==> config.mk <==
export PLATFORM = sky130hd
export DESIGN_NAME = acs_top
export DESIGN_NICKNAME = d
export VERILOG_FILES = /design/src/hdl/acs_pkg.sv /design/src/hdl/acs_stream_if.sv /design/src/hdl/acs_fifo.sv /design/src/hdl/acs_top.sv
export VERILOG_INCLUDE_DIRS = /design/src /design/src/hdl
export SDC_FILE = /design/constraint.sdc
export NUM_CORES = 1
export LEC_CHECK = 0
export BUFFER_PORTS_ARGS = -buffer_cell sky130_fd_sc_hd__buf_2
export CAP_MARGIN = 20
export CORE_MARGIN = 2
export CORE_UTILIZATION = 40
export CTS_CLUSTER_DIAMETER = 60
export DETAILED_ROUTE_END_ITERATION = 10
export GPL_ROUTABILITY_DRIVEN = 0
export MAX_ROUTING_LAYER = met4
export SKIP_CTS_REPAIR_TIMING = 1
export SLEW_MARGIN = 20
export SYNTH_ARGS = -nofsm -noshare
export SYNTH_HDL_FRONTEND = slang
export SYNTH_SLANG_ARGS = --single-unit
==> constraint.sdc <==
create_clock -name clk_sys_i -period 19.5 [get_ports clk_sys_i]
set_clock_uncertainty 0.15 [all_clocks]
set_input_delay 0 -clock clk_sys_i [delete_from_list [all_inputs] [get_ports clk_sys_i]]
set_output_delay 0 -clock clk_sys_i [all_outputs]
set_load 0.01 [all_outputs]
==> src/hdl/acs_defines.svh <==
// Constants for the converter control block: fields, reset values, timing counts
// ============================================================================
// Overview of operation
// - Serial clock held low longer than the timeout resets the serial interface logic.
// - The host keeps the input bit stable around the falling edge, where it is sampled.
// - A new output bit is shifted out after each rising serial clock edge except the first of a frame.
// - The output line is driven only while chip select is low and released after it rises.
// - Single-shot mode performs one conversion per request and stores it as the result.
// - After a single-shot conversion the converter powers down until the next request.
// - Continuous mode starts the next conversion as soon as one completes.
// - Continuous conversions complete at the programmed data rate.
// - A read returns the result captured at the last serial interface reset or frame end, never a partial one.
// - The filter decimates the modulator bitstream into proportional codes, one per period.
// - The modulator clock is the internal oscillator divided by four.
`ifndef ACS_DEFINES_SVH
`define ACS_DEFINES_SVH

// ============================================================================
// Configuration word fields
`define ACS_CFG_START_BIT 15
`define ACS_CFG_MODE_BIT  8
`define ACS_CFG_DR_MSB    7
`define ACS_CFG_DR_LSB    5
`define ACS_CFG_RST       16'h0180

// ============================================================================
// Clocking and timing
`define ACS_CLK_HZ        100000000
`define ACS_CLK_PERIOD_NS 10
`define ACS_OSC_HZ        1000000
`define ACS_OSC_DIV       (`ACS_CLK_HZ / `ACS_OSC_HZ)
`define ACS_MOD_DIV       4
`define ACS_SCLK_TO_US    30800
`define ACS_SCLK_TO_CYC   ((`ACS_SCLK_TO_US * 1000) / `ACS_CLK_PERIOD_NS)

// ============================================================================
// Frame and result format
`define ACS_FRAME_BITS    16
`define ACS_CODE_MAX      16'h7FFF
`define ACS_CODE_MIN      16'h8000
`define ACS_FIFO_DEPTH    8

`endif

==> src/hdl/acs_pkg.sv <==
// Types shared by the converter control block
package acs_pkg;

	typedef enum logic {
		ACS_ST_PDOWN,
		ACS_ST_CONV
	} acs_state_t;

	typedef struct packed {
		logic              sclk;
		logic [3:0]        bit_cnt;
		logic [15:0]       rx;
		logic [15:0]       tx;
		logic [31:0]       to_cnt;
		logic              pend_v;
		logic [15:0]       pend;
		logic [15:0]       cfg;
		acs_state_t        st;
		logic [6:0]        osc_div;
		logic [1:0]        mod_div;
		logic              mod_tick;
		logic [15:0]       smp_cnt;
		logic signed [16:0] acc;
		logic [15:0]       result;
		logic              result_new;
		logic              dout;
		logic              oe;
		logic              busy;
	} acs_regs_t;

endpackage

==> src/hdl/acs_stream_if.sv <==
// Valid/ready word stream between the serial front end and the word buffer
`timescale 1ns/1ps
interface acs_stream_if #(
	parameter int W = 16
);
	logic         valid;
	logic         ready;
	logic [W-1:0] data;

	modport src (output valid, output data, input ready);
	modport snk (input valid, input data, output ready);
endinterface

==> src/hdl/acs_fifo.sv <==
// Parameterised word buffer with valid/ready on both sides
`timescale 1ns/1ps
module acs_fifo #(
	parameter int WIDTH = 16,
	parameter int DEPTH = 8
) (
	// Clock and reset
	input  logic clk_sys_i,
	input  logic rst_i,
	// Streams
	acs_stream_if.snk wr,
	acs_stream_if.src rd
);
	localparam int AW = (DEPTH > 1) ? $clog2(DEPTH) : 1;

	typedef struct packed {
		logic [DEPTH-1:0][WIDTH-1:0] mem;
		logic [AW-1:0]               wptr;
		logic [AW-1:0]               rptr;
		logic [AW:0]                 count;
	} acs_fifo_regs_t;

	acs_fifo_regs_t q;
	acs_fifo_regs_t d;
	logic           do_wr;
	logic           do_rd;

	function automatic logic [AW-1:0] bump(input logic [AW-1:0] p);
		bump = (p == AW'(DEPTH - 1)) ? '0 : p + AW'(1);
	endfunction

	assign wr.ready = (q.count != (AW + 1)'(DEPTH));
	assign rd.valid = (q.count != '0);
	assign rd.data  = q.mem[q.rptr];
	assign do_wr    = wr.valid & wr.ready;
	assign do_rd    = rd.valid & rd.ready;

	always_comb begin
		d = q;
		if (do_wr) begin
			d.mem[q.wptr] = wr.data;
			d.wptr        = bump(q.wptr);
		end
		if (do_rd) begin
			d.rptr = bump(q.rptr);
		end
		case ({do_wr, do_rd})
			2'b10:   d.count = q.count + (AW + 1)'(1);
			2'b01:   d.count = q.count - (AW + 1)'(1);
			default: d.count = q.count;
		endcase
	end

	always_ff @(posedge clk_sys_i) begin
		if (rst_i) begin
			q <= '0;
		end else begin
			q <= d;
		end
	end
endmodule

==> src/hdl/acs_top.sv <==
// Converter sequencing, decimation filter and serial interface
`timescale 1ns/1ps
`include "acs_defines.svh"
module acs_top
	import acs_pkg::*;
#(
	parameter int TIMEOUT_CYC = `ACS_SCLK_TO_CYC,
	parameter int FIFO_DEPTH  = `ACS_FIFO_DEPTH,
	// System clocks per oscillator period; at most 128 fits the divider
	parameter int OSC_DIV     = `ACS_OSC_DIV
) (
	// Clock and reset
	input  logic clk_sys_i,
	input  logic rst_i,
	// Serial link
	input  logic cs_n_i,
	input  logic sclk_i,
	input  logic din_i,
	output logic dout_o,
	output logic dout_oe_o,
	// Modulator
	input  logic mod_bit_i,
	output logic mod_sample_o,
	// Status
	output logic conv_busy_o,
	output logic result_new_o
);

	// ========================================================================
	// Helpers

	// Oversampling ratio for each data rate code (modulator rate / data rate)
	function automatic logic [15:0] osr(input logic [2:0] dr);
		case (dr)
			3'd0:    osr = 16'd31250;
			3'd1:    osr = 16'd15625;
			3'd2:    osr = 16'd7812;
			3'd3:    osr = 16'd3906;
			3'd4:    osr = 16'd1953;
			3'd5:    osr = 16'd1000;
			3'd6:    osr = 16'd526;
			default: osr = 16'd290;
		endcase
	endfunction

	// Gain of 2^31 / ratio, so full-scale density maps to full-scale code
	function automatic logic [23:0] gain(input logic [2:0] dr);
		case (dr)
			3'd0:    gain = 24'd68719;
			3'd1:    gain = 24'd137439;
			3'd2:    gain = 24'd274895;
			3'd3:    gain = 24'd549791;
			3'd4:    gain = 24'd1099582;
			3'd5:    gain = 24'd2147484;
			3'd6:    gain = 24'd4082668;
			default: gain = 24'd7405084;
		endcase
	endfunction

	// Scale the signed count to a 16-bit code with saturation
	function automatic logic [15:0] scale(input logic signed [16:0] acc,
	                                      input logic [2:0] dr);
		logic signed [41:0] p;
		p = $signed({{25{acc[16]}}, acc}) * $signed({18'd0, gain(dr)});
		if (p[41] && !(&p[40:31])) begin
			scale = `ACS_CODE_MIN;
		end else if (!p[41] && (|p[40:31])) begin
			scale = `ACS_CODE_MAX;
		end else begin
			scale = p[31:16];
		end
	endfunction

	// ========================================================================
	// Word buffer for configuration words received over the link

	acs_stream_if #(.W(16)) wr_if ();
	acs_stream_if #(.W(16)) rd_if ();

	acs_fifo #(
		.WIDTH (16),
		.DEPTH (FIFO_DEPTH)
	) u_fifo (
		.clk_sys_i (clk_sys_i),
		.rst_i     (rst_i),
		.wr        (wr_if),
		.rd        (rd_if)
	);

	// ========================================================================
	// State

	acs_regs_t q;
	acs_regs_t d;
	logic      sclk_rise;
	logic      sclk_fall;
	logic      to_hit;
	logic      spi_rst;
	logic      osc_tick;
	logic      pop;
	logic      pend_keep;
	logic      done;
	logic [2:0] dr;
	logic [15:0] nc;
	logic signed [16:0] acc_n;

	assign wr_if.valid = q.pend_v;
	assign wr_if.data  = q.pend;
	assign rd_if.ready = pop;

	assign sclk_rise = sclk_i & ~q.sclk;
	assign sclk_fall = ~sclk_i & q.sclk;
	assign to_hit    = (q.to_cnt == 32'(TIMEOUT_CYC));
	assign spi_rst   = cs_n_i | to_hit;

	always_comb begin
		d         = q;
		pop       = 1'b0;
		done      = 1'b0;
		nc        = q.cfg;
		acc_n     = q.acc;
		dr        = q.cfg[`ACS_CFG_DR_MSB:`ACS_CFG_DR_LSB];
		d.sclk    = sclk_i;
		d.result_new = 1'b0;

		// ====================================================================
		// Serial clock low timeout
		if (sclk_i) begin
			d.to_cnt = '0;
		end else if (!to_hit) begin
			d.to_cnt = q.to_cnt + 32'd1;
		end

		// ====================================================================
		// Serial shifter
		// A word that finds the buffer full waits here; later frames are ignored
		pend_keep = q.pend_v & ~wr_if.ready;
		d.pend_v  = pend_keep;
		if (spi_rst) begin
			d.bit_cnt = '0;
			d.rx      = '0;
			d.tx      = q.result;
		end else begin
			if (sclk_fall) begin
				d.rx      = {q.rx[14:0], din_i};
				d.bit_cnt = q.bit_cnt + 4'd1;
				if (q.bit_cnt == 4'(`ACS_FRAME_BITS - 1)) begin
					// Counting alone ends the frame when select never rises
					d.bit_cnt = '0;
					d.tx      = q.result;
					if (!pend_keep) begin
						d.pend_v = 1'b1;
						d.pend   = {q.rx[14:0], din_i};
					end
				end
			end
			// First rising edge keeps the MSB that was loaded at frame start
			if (sclk_rise && q.bit_cnt != '0) begin
				d.tx = {q.tx[14:0], 1'b0};
			end
		end
		d.dout = d.tx[15];
		d.oe   = ~cs_n_i;

		// ====================================================================
		// Oscillator and modulator clock
		osc_tick = (q.osc_div == 7'(OSC_DIV - 1));
		d.osc_div = osc_tick ? '0 : q.osc_div + 7'd1;
		if (osc_tick) begin
			d.mod_div = q.mod_div + 2'd1;
		end
		d.mod_tick = osc_tick & (q.mod_div == 2'(`ACS_MOD_DIV - 1));

		// ====================================================================
		// Conversion sequencer
		case (q.st)
			ACS_ST_PDOWN: begin
				d.busy = 1'b0;
				if (rd_if.valid) begin
					pop   = 1'b1;
					d.cfg = rd_if.data;
					if (rd_if.data[`ACS_CFG_START_BIT] ||
					    !rd_if.data[`ACS_CFG_MODE_BIT]) begin
						d.st      = ACS_ST_CONV;
						d.busy    = 1'b1;
						d.acc     = '0;
						d.smp_cnt = '0;
					end
				end
			end
			ACS_ST_CONV: begin
				if (q.mod_tick) begin
					acc_n = mod_bit_i ? q.acc + 17'sd1 : q.acc - 17'sd1;
					d.acc = acc_n;
					if (q.smp_cnt == osr(dr) - 16'd1) begin
						done = 1'b1;
					end else begin
						d.smp_cnt = q.smp_cnt + 16'd1;
					end
				end
				if (done) begin
					// Only whole conversions reach the result register
					d.result     = scale(acc_n, dr);
					d.result_new = 1'b1;
					d.acc        = '0;
					d.smp_cnt    = '0;
					// New settings take effect only between conversions
					if (rd_if.valid) begin
						pop = 1'b1;
						nc  = rd_if.data;
					end
					d.cfg = nc;
					if (!nc[`ACS_CFG_MODE_BIT]) begin
						d.st = ACS_ST_CONV;
					end else if (pop && nc[`ACS_CFG_START_BIT]) begin
						d.st = ACS_ST_CONV;
					end else begin
						d.st   = ACS_ST_PDOWN;
						d.busy = 1'b0;
					end
				end
			end
			default: begin
				d.st   = ACS_ST_PDOWN;
				d.busy = 1'b0;
			end
		endcase
	end

	always_ff @(posedge clk_sys_i) begin
		if (rst_i) begin
			q     <= '0;
			q.cfg <= `ACS_CFG_RST;
			q.st  <= ACS_ST_PDOWN;
		end else begin
			q <= d;
		end
	end

	// ========================================================================
	// Outputs, all from flops
	assign dout_o       = q.dout;
	assign dout_oe_o    = q.oe;
	assign mod_sample_o = q.mod_tick;
	assign conv_busy_o  = q.busy;
	assign result_new_o = q.result_new;

endmodule

Word-level counts from Yosys, hierarchy flattened
Index checks and enable logic that the tools add are counted.
- bits in registers: 296
- bits of input ports: 6
- add/subtract/negate cells: 12
- multipliers: 1
- order comparisons: 3
- eq/ne operators: 24
- mux-type cells: 56
- bitwise logic cells: 14
- reductions and logical operators: 29
- operator list (operator ; number):
    16-bit two-way mux ; 15
    23-bit case mux with 7 select lines ; 1
    17-bit two-way mux ; 8
    128-bit bitwise mux ; 1
    15-bit case mux with 7 select lines ; 1
    33-bit two-way mux ; 3
    33-bit case mux with 2 select lines ; 1
    50-bit two-way mux ; 1
    16-bit binary-select mux with 3-bit select ; 1
    16-bit demux with 3-bit select ; 1
    24-bit two-way mux ; 2
    17-bit by 25-bit multiplier with 42-bit output ; 1
    17-bit case mux with 2 select lines ; 1
    32-bit by 1-bit adder with 32-bit output (second input constant) ; 1
    32-bit by 22-bit equality test with 1-bit output (second input constant) ; 1
    17-bit by 2-bit adder with 17-bit output (second input constant) ; 1
    17-bit by 2-bit subtractor with 17-bit output (second input constant) ; 1
    16-bit by 1-bit adder with 16-bit output (second input constant) ; 1
    16-bit equality test ; 1
    16-bit by 1-bit subtractor with 16-bit output (second input constant) ; 1
    3-bit equality test (second input constant) ; 5
    1-bit two-way mux ; 14
    10-bit AND reduction ; 1
    10-bit OR reduction ; 1
    35 further kinds ; 74

Longest topological paths before layout
Gate-level depths: netlist (run 1).
- depth in word-level cells: 18
- depth in mapped cells: 38

By module
Synthesis (run 1) repeated with hierarchy kept, for this count alone.
- cells, all modules: 2993
- area, all modules: 25750.9 um2
- by module, submodules not included (module ; times used ; cells an instance ; area each (um2) ; seq. area each (um2)):
    acs_top ; 1 ; 2339 ; 19667.6 ; 3042.9
    acs_fifo ; 1 ; 654 ; 6083.3 ; 2762.6

Worst setup path after synthesis (run 1)
Ideal clock, no wire load.
- path kind: input -> register
- start point: input port mod_bit_i
- end point: register q[8] (netlist name)
- setup time: 0.074 ns
- data arrival time: 9.426 ns
- path slack: 9.850 ns
- stages: 36
- path buffers: 3
- path through: inv_1 -> ha_1 -> a21o_1 -> a21o_1 -> a21o_1 -> a31o_2 -> o31a_1 -> o21a_1 -> or4_1 -> nand4_1 -> xor2_1 -> clkbuf_1 -> nor2_1 -> fa_1 -> inv_1 -> fa_1 -> inv_1 -> fa_1 -> fa_1 -> fa_1 -> inv_1 -> fa_1 -> inv_1 -> ha_1 -> buf_2 -> nand4_1 -> or4_1 -> or4_1 -> o32a_2 -> a41o_1 -> a311o_1 -> nor4_4 -> nand4_4 -> buf_6 -> a41o_1 -> a31oi_2
- longest elaborated chain between the ends: 8
- elaborated cells between the ends (all ways): 12
- classes of those cells: 1 x mul; 5 x mux; 6 x reduce/logical
- ends and longest elaborated chain (element ; RTL line ; RTL):
    start, declared ; acs_top.sv:22 ; input logic mod_bit_i,
    17-bit two-way mux (*) ; acs_top.sv:193 ; acc_n = mod_bit_i ? q.acc + 17'sd1 : q.acc - 17'sd1;
    17-bit two-way mux (*) ; acs_top.sv:192 ; if (q.mod_tick) begin
    17-bit two-way mux (*) ; acs_top.sv:176 ; case (q.st)
    17-bit by 25-bit multiplier with 42-bit output (*) ; acs_top.sv:64 ; p = $signed({{25{acc[16]}}, acc}) * $signed({18'd0, gain(dr)});
    10-bit OR reduction (tied with other cells) ; acs_top.sv:67 ; end else if (!p[41] && (|p[40:31])) begin
    1-bit logical AND or 1-bit zero test (tied branches) ; acs_top.sv:67, acs_top.sv:65 ;
    16-bit two-way mux or 1-bit logical AND (tied branches) ; acs_top.sv:67, acs_top.sv:65 ;
    16-bit two-way mux (*) ; acs_top.sv:65 ; if (p[41] && !(&p[40:31])) begin
    end, declared ; acs_top.sv:93 ; acs_regs_t q;
Every way passes the cells marked *; elsewhere a longest branch is shown, timed or not. The select of a mux whose other input is x is not followed.
A chain may end at the register's enable or synchronous reset.

Worst setup path in the final report (run 1)
- start point: register q[20] (netlist name)
- end point: register q[5] (netlist name)
- longest elaborated chain between the ends: 9
- elaborated cells between the ends (all ways): 14
- classes of those cells: 2 x add/sub; 1 x mul; 5 x mux; 6 x reduce/logical
- ends and longest elaborated chain (element ; RTL line):
    17-bit by 2-bit subtractor with 17-bit output or 17-bit by 2-bit adder with 17-bit output (tied branches) ; acs_top.sv:193
    17-bit two-way mux ; acs_top.sv:193
    17-bit two-way mux (*) ; acs_top.sv:192
    17-bit two-way mux (*) ; acs_top.sv:176
    17-bit by 25-bit multiplier with 42-bit output (*) ; acs_top.sv:64
    10-bit OR reduction (tied with other cells) ; acs_top.sv:67
    1-bit logical AND or 1-bit zero test (tied branches) ; acs_top.sv:67, acs_top.sv:65
    16-bit two-way mux or 1-bit logical AND (tied branches) ; acs_top.sv:67, acs_top.sv:65
    16-bit two-way mux (*) ; acs_top.sv:65
Marks and branches as above.

==> results of run 1 <==
[state kept, by name, indices dropped and copies added, names as in the netlist]
name          flops
dout_oe_o         1
mod_sample_o      1
result_new_o      1
conv_busy_o       1
dr                3
u_fifo.q         50
q               128
wr_if.data        5
wr_if.valid       1
[worst max-delay path by stage]
stage,end,slack (ns),from
after global placement,q[5]$_SDFFE_PP0P_,8.94,mod_bit_i
after detailed placement,q[5]$_SDFFE_PP0P_,8.67,mod_bit_i
after CTS,q[6]$_SDFFE_PP0P_,8.99,q[20]$_SDFFE_PP0P_
after floorplan,q[8]$_SDFFE_PP0P_,9.85,mod_bit_i
after global routing,q[6]$_SDFFE_PP0P_,8.47,q[20]$_SDFFE_PP0P_
final,q[5]$_SDFFE_PP0P_,8.95,q[20]$_SDFFE_PP0P_
[metal layers]
metal  share of wire, %  vias up  GRT usage (%)
li1                   -     8233              -
met1                 43     8897           28.4
met2                 48      464           35.9
met3                5.8       74           2.93
met4                2.6        0           6.74
met5                  0        -              -
[Yosys cell counts, types with 6 or more instances]
master | count | area [sq um]
fa_1 | 313 | 6270
dfxtp_1 | 191 | 3820
nor2b_1 | 11 | 68.8
a31oi_1 | 13 | 81.3
buf_1 | 10 | 37.5
a21oi_1 | 98 | 490
buf_2 | 7 | 35.0
nand2b_1 | 23 | 144
and3_1 | 22 | 138
o21bai_1 | 6 | 45.0
nand2_1 | 343 | 1290
o211ai_1 | 10 | 75.1
nand4_1 | 20 | 125
mux2_2 | 13 | 146
a22oi_1 | 7 | 52.6
or2_2 | 6 | 37.5
nor2_1 | 344 | 1290
mux2i_1 | 85 | 851
or4_1 | 8 | 60.1
nand3_1 | 39 | 195
nor3_1 | 25 | 125
ha_1 | 171 | 2140
a211oi_1 | 21 | 158
o21ai_0 | 39 | 195
o21a_1 | 12 | 90.1
a41o_1 | 14 | 140
mux4_2 | 10 | 225
inv_1 | 423 | 1590
and4_1 | 7 | 61.3
nor4b_1 | 6 | 52.6
a31oi_2 | 10 | 125
clkbuf_1 | 107 | 402
xor2_1 | 48 | 420
or3_1 | 10 | 62.6
a21o_1 | 16 | 120
and2_1 | 13 | 81.3
xnor2_1 | 45 | 394
[cell usage in the layout, fill, tap and decap left out, types with 12 or more instances in the layout]
cell	count
xor2_1	48
and3_1	22
a21o_1	16
dfxtp_1	190
a41o_1	14
and2_1	13
xnor2_1	45
nand3_1	39
fa_1	313
o21ai_0	38
a211oi_1	21
nand4_1	20
ha_1	171
nand2_1	343
nor3_1	24
mux2_2	13
clkbuf_16	17
nand2b_1	23
inv_1	423
nor2_1	344
a21oi_1	96
o21a_1	12
a31oi_1	13
buf_4	26
mux2i_1	83
[stage by stage]
step / total power [uW] / hold slack [ns] / std cells / util (%)
final: 2990 / 0.133 / 3319 / 43.0
after global placement: 2580 / 0.0428 / 3280 / 41.7
after global routing: 3300 / 0.143 / 3319 / 43.0
after floorplan: 1960 / -0.0716 / 2626 / -
after CTS: 3020 / -0.438 / 3313 / 42.9
after detailed placement: 2630 / 0.0461 / 3281 / 41.7
[cells by family after synthesis]
logic type	Yosys count	share of synthesized area, %
AND/OR/NAND/NOR	899	17.6
buffers and inverters	555	9.46
adder cells (fa/ha/maj)	484	37.6
AO/OA/AOI/OAI	296	9.09
flip-flops	191	17.1
multiplexers	108	5.47
XOR/XNOR	93	3.64
[area by class of cell]
class,count,area (sq um)
fill,5485,31500
inverter,427,1600
clock buffer,18,429
tap,748,936
sequential,191,3820
multi-input combinational,1880,16500
clock inverter,14,189
timing repair buffer,41,300
[report_power, final]
group | total (uW) | switching, uW | internal (uW)
clock | 366 | 180 | 187
combinational | 2180 | 1440 | 742
sequential | 440 | 27.3 | 413
[worst register-to-register path: cells and delay by family (launching register included)]
| kind | cells | cell delay, ns |
|---|---|---|
| AO/OA/AOI/OAI | 10 | 2.48 |
| XOR/XNOR | 1 | 0.08 |
| adder cells (fa/ha/maj) | 8 | 4.04 |
| buffers and inverters | 5 | 0.79 |
| flip-flops | 1 | 0.38 |
| AND/OR/NAND/NOR | 9 | 2.58 |
==> results.sh, run 1 <==
export IMPL_cp_required_ns=19.73
export IMPL_fp_coreArea_sq_mm=0.0552
export IMPL_status="finished, final reports clean"
export IMPL_firstDrtPassIters=6
export IMPL_synth_flop_cell="dfxtp_1"
export IMPL_regToRegSetupSlack_ns=8.95
export IMPL_synthArstFlopShare_pct=0
export IMPL_cts_buffers=17
export IMPL_rr_startpoint="q[20]$_SDFFE_PP0P_"
export IMPL_die_area_sq_mm=0.0578
export IMPL_rsz0062_at_grt="no"
export IMPL_post_route_cell_area_sq_mm=0.0237
export IMPL_r2r_end="q[5]$_SDFFE_PP0P_"
export IMPL_clock_latency_ns=0.45
export IMPL_post_route_drc_count=0
export IMPL_die_w_microns=240
export IMPL_synth_fp_nets=3116
export IMPL_io_pins=11
export IMPL_rr_worst_depth=33
export IMPL_p_leak_uw=0.0111
export IMPL_clock_sinks=191
export IMPL_setup_ws_ns=8.95
export IMPL_peakVddDrop_mv=0.0717
export IMPL_cpPeakStageDelay_ns=0.60
export IMPL_relSlewSlack_pct=23.2
export IMPL_start_util_pct=40.5
export IMPL_period_minus_slack_ns=10.55
export IMPL_avgSynthCellArea_sq_um=8.51
export IMPL_finalSetupViolations=0
export IMPL_synth_seq_cells=191
export IMPL_p_per_area_mw_per_mm2=126
export IMPL_fin_crit_sh_pct=54.1
export IMPL_timing_critical_path_buf_inv=5
export IMPL_synth_edff_count=0
export IMPL_die_y_microns=240
export IMPL_crit_cells=33
export IMPL_syn_inst=2626
export IMPL_cts_tree="yes"
export IMPL_cts_max_level=4
export IMPL_synth_seq_area_share_pct=17.1
export IMPL_synth_area_sq_mm=0.0224
export IMPL_antenna_found_initial=0
export IMPL_root_buffer="clkbuf_16"
export IMPL_setup_tns_ns=0
export IMPL_viasPerCell=5.32
export IMPL_crit_family="adder cells"
export IMPL_routed_wirelength_mm=59.3
export IMPL_ys_warn_count=0
export IMPL_nets=3048
export IMPL_hold_class="in2reg"
export IMPL_first_iter_violations=1114
export IMPL_grt_pass1_wl_mm=97.5
export IMPL_min_path_cells=3
export IMPL_max_freq_ghz=0.0948
export IMPL_hp_start="cs_n_i"
export IMPL_hold_violations=0
export IMPL_grt_max_degree=78
export IMPL_worstPathArrival_ns=10.78
export IMPL_critPathKind="reg2reg"
export IMPL_slowest_stage="or4_1"
export IMPL_crit_path_end_kind="flop"
export IMPL_antenna_left=0
export IMPL_grt_ovfl_total=0
export IMPL_finalMaxSlewViolations=0
export IMPL_antennaDiodeCount=0
export IMPL_dp_slack_ns=8.67
export IMPL_maxCapViolCount=0
export IMPL_rows=86
export IMPL_dp_hpwl_mm=47.1
export IMPL_synth_cell_types=74
export IMPL_path_clk_slew_ns=0.08
export IMPL_syn2layout_area_growth_pct=6.19
export IMPL_crit_fanout=15
export IMPL_crit_top_cell="fa_1"
export IMPL_track_usage_pct=22.0
export IMPL_holdPathEnd="dout_oe_o$_SDFF_PP0_"
export IMPL_port_buffers=10
export IMPL_grt_pass1_vias=18400
export IMPL_clockBufferDepth=2
export IMPL_drive_gt1_share_pct=5.06
export IMPL_drt_wirelength_per_cell_microns=17.9
export IMPL_vias=17700
export IMPL_post_dp_cell_area_sq_mm=0.0230
export IMPL_tightest_slew_ns=1.14
export IMPL_start_kind="flop"
Note: power is estimated with default switching activity, not from simulation.
==> inputs of run 2 (changes only) <==
Settings changed: ABC_AREA from default to 1.
Clock period 19.5 ns to 10.2 ns, I/O delays scaled along.
==> results.sh, run 2 <==
export IMPL_status="complete, but fails checks"
export IMPL_violations="hold timing"
export IMPL_cpPeakStageDelay_ns=0.63
export IMPL_cts_buffers=17
export IMPL_clock_latency_ns=0.47
export IMPL_final_common_cell="inv_1"
export IMPL_period_minus_slack_ns=9.18
export IMPL_p_per_area_mw_per_mm2=227
export IMPL_port_buffers=10
export IMPL_regToRegSetupSlack_ns=1.02
export IMPL_firstDrtPassIters=5
export IMPL_die_area_sq_mm=0.0582
export IMPL_track_usage_pct=21.9
export IMPL_crit_family="adder cells"
export IMPL_finalNonFillerCells=3761
export IMPL_final_cell_mix="601 x inv_1, 599 x nand2_1, 329 x nor2_1"
export IMPL_synth_fp_nets=3502
export IMPL_antennaDiodeCount=0
export IMPL_viasPerCell=5.01
export IMPL_grt_ovfl_total=0
export IMPL_crit_path_end_kind="flop"
export IMPL_largest_register_ffs=128
export IMPL_finalSetupViolations=0
export IMPL_synth_most_common_cell="inv_1"
export IMPL_synth_seq_cells=191
export IMPL_setup_tns_ns=0
export IMPL_grt_pass1_wl_mm=96.6
export IMPL_max_freq_ghz=0.109
export IMPL_root_buffer="clkbuf_16"
export IMPL_synth_flop_cell="dfxtp_1"
export IMPL_clockBufferDepth=2
export IMPL_p_leak_uw=0.0113
export IMPL_nets=3491
export IMPL_clock_sinks=191
export IMPL_antenna_found_initial=0
export IMPL_path_clk_slew_ns=0.07
export IMPL_tightest_slew_ns=0.964
export IMPL_avgSynthCellArea_sq_um=7.48
export IMPL_timing_critical_path_buf_inv=3
export IMPL_die_y_microns=241
export IMPL_syn_inst=3012
export IMPL_post_route_drc_count=0
export IMPL_slowest_stage="a21boi_1"
export IMPL_worstPathArrival_ns=9.34
export IMPL_drt_wirelength_per_cell_microns=15.8
export IMPL_io_pins=11
export IMPL_synth_area_sq_mm=0.0225
export IMPL_crit_fanout=15
export IMPL_top_register="q"
export IMPL_fin_crit_sh_pct=90.0
export IMPL_dp_hpwl_mm=48.4
export IMPL_routed_wirelength_mm=59.5
export IMPL_grt_max_degree=61
export IMPL_grt_pass1_vias=18100
export IMPL_synth_seq_area_share_pct=17.0
export IMPL_start_kind="flop"
export IMPL_rsz0062_at_grt="no"
export IMPL_synthTopCellsByCount="601 x inv_1, 599 x nand2_1, 330 x nor2_1"
export IMPL_start_util_pct=40.6
export IMPL_peakVddDrop_mv=0.204
export IMPL_cts_max_level=4
export IMPL_drive_gt1_share_pct=5.44
export IMPL_synthArstFlopShare_pct=0
export IMPL_rr_startpoint="q[20]$_SDFFE_PP0P_"
export IMPL_first_iter_violations=1331
export IMPL_cp_endpoint="q[16]$_SDFFE_PP0P_"
export IMPL_cp_required_ns=10.36
export IMPL_rr_worst_depth=40
export IMPL_syn2layout_area_growth_pct=7.15
export IMPL_maxCapViolCount=0
export IMPL_ys_warn_count=0
export IMPL_crit_top_cell="nand2_1"
export IMPL_cts_tree="yes"
export IMPL_finalMaxSlewViolations=0
export IMPL_hold_class="in2reg"
export IMPL_fp_coreArea_sq_mm=0.0554
export IMPL_vias=18800
export IMPL_critPathKind="reg2reg"
export IMPL_relSlewSlack_pct=35.7
export IMPL_die_w_microns=241
export IMPL_rows=86
export IMPL_synthTopCellsByArea="fa_1 28%, dfxtp_1 17%, inv_1 10%, nand2_1 10%, ha_1 9.5%"
export IMPL_crit_start="q[20]$_SDFFE_PP0P_"
export IMPL_synth_top_area_share_pct=27.8
export IMPL_r2r_end="q[16]$_SDFFE_PP0P_"
export IMPL_hold_violations=3
export IMPL_synth_edff_count=0
export IMPL_whs_ns=-0.00783
export IMPL_antenna_left=0
export IMPL_place_inst=3727
export IMPL_crit_cells=40
export IMPL_synth_cell_types=52
export IMPL_yosysTopAreaCell="fa_1"
run 2: logic make-up after synthesis:
logic type	Yosys count	share of synthesized area (%)
muxes	15	0.750
and+or+nand+nor	1143	21.0
adders and majority gates	484	37.3
AOI/OAI and AO/OA	412	9.95
buffers and inverters	718	12.1
DFF	191	17.0
xor gates and xnor gates	49	1.91
run 2: worst min-delay path by stage:
stage                          from                    to  slack [ns]  cells past startpoint
after global placement       cs_n_i  dout_oe_o$_SDFF_PP0_        0.05                      2
after floorplan              cs_n_i  dout_oe_o$_SDFF_PP0_       -0.07                      1
after CTS                    cs_n_i  dout_oe_o$_SDFF_PP0_       -0.44                      2
after detailed placement     cs_n_i  dout_oe_o$_SDFF_PP0_        0.06                      2
after global routing          rst_i     q[165]$_SDFF_PP0_       0.007                      3
final                     mod_bit_i    q[36]$_SDFFE_PP0P_      -0.008                      5
run 2: layout make-up:
| class | instances | area (sq um) |
|---|---|---|
| flip-flops and latches | 191 | 3820 |
| well taps | 748 | 936 |
| repair buffers | 59 | 425 |
| multi-input cells | 2103 | 16000 |
| fillers | 5787 | 31300 |
| clock inverters | 14 | 186 |
| inverters | 629 | 2360 |
| clock buffers | 17 | 425 |
run 2: power by group:
group	internal [uW]	leakage (uW)	switching, uW
clock	335	0.000293	351
sequential	783	0.00155	43.2
combinational	1300	0.00951	2660
run 2: per-layer routing:
layer,track usage [%],wire (microns)
met1,29.7,27500
met2,33.9,26900
met3,3.27,3660
met4,6.32,1530
met5,-,0
run 2: worst min-delay path, stage by stage:
cell and delay (ns):
buf_2 0.10, xnor2_1 0.13, xor2_1 0.21, nand2_1 0.06
a21oi_1 0.05
run 2: metrics by stage:
| step | utilization [%] | cell area [sq um] | setup WS (ns) | total power [uW] |
|---|---|---|---|---|
| 3_5_place_dp | 42.4 | 23500 | 0.909 | 4810 |
| 4_1_cts | 43.5 | 24100 | 1.11 | 5520 |
| 5_1_grt | 43.6 | 24100 | 0.309 | 6070 |
| 2_1_floorplan | - | 22500 | 2.28 | 3650 |
| 3_3_place_gp | 42.4 | 23500 | 0.927 | 4800 |
| 6_report | 43.6 | 24100 | 1.02 | 5480 |
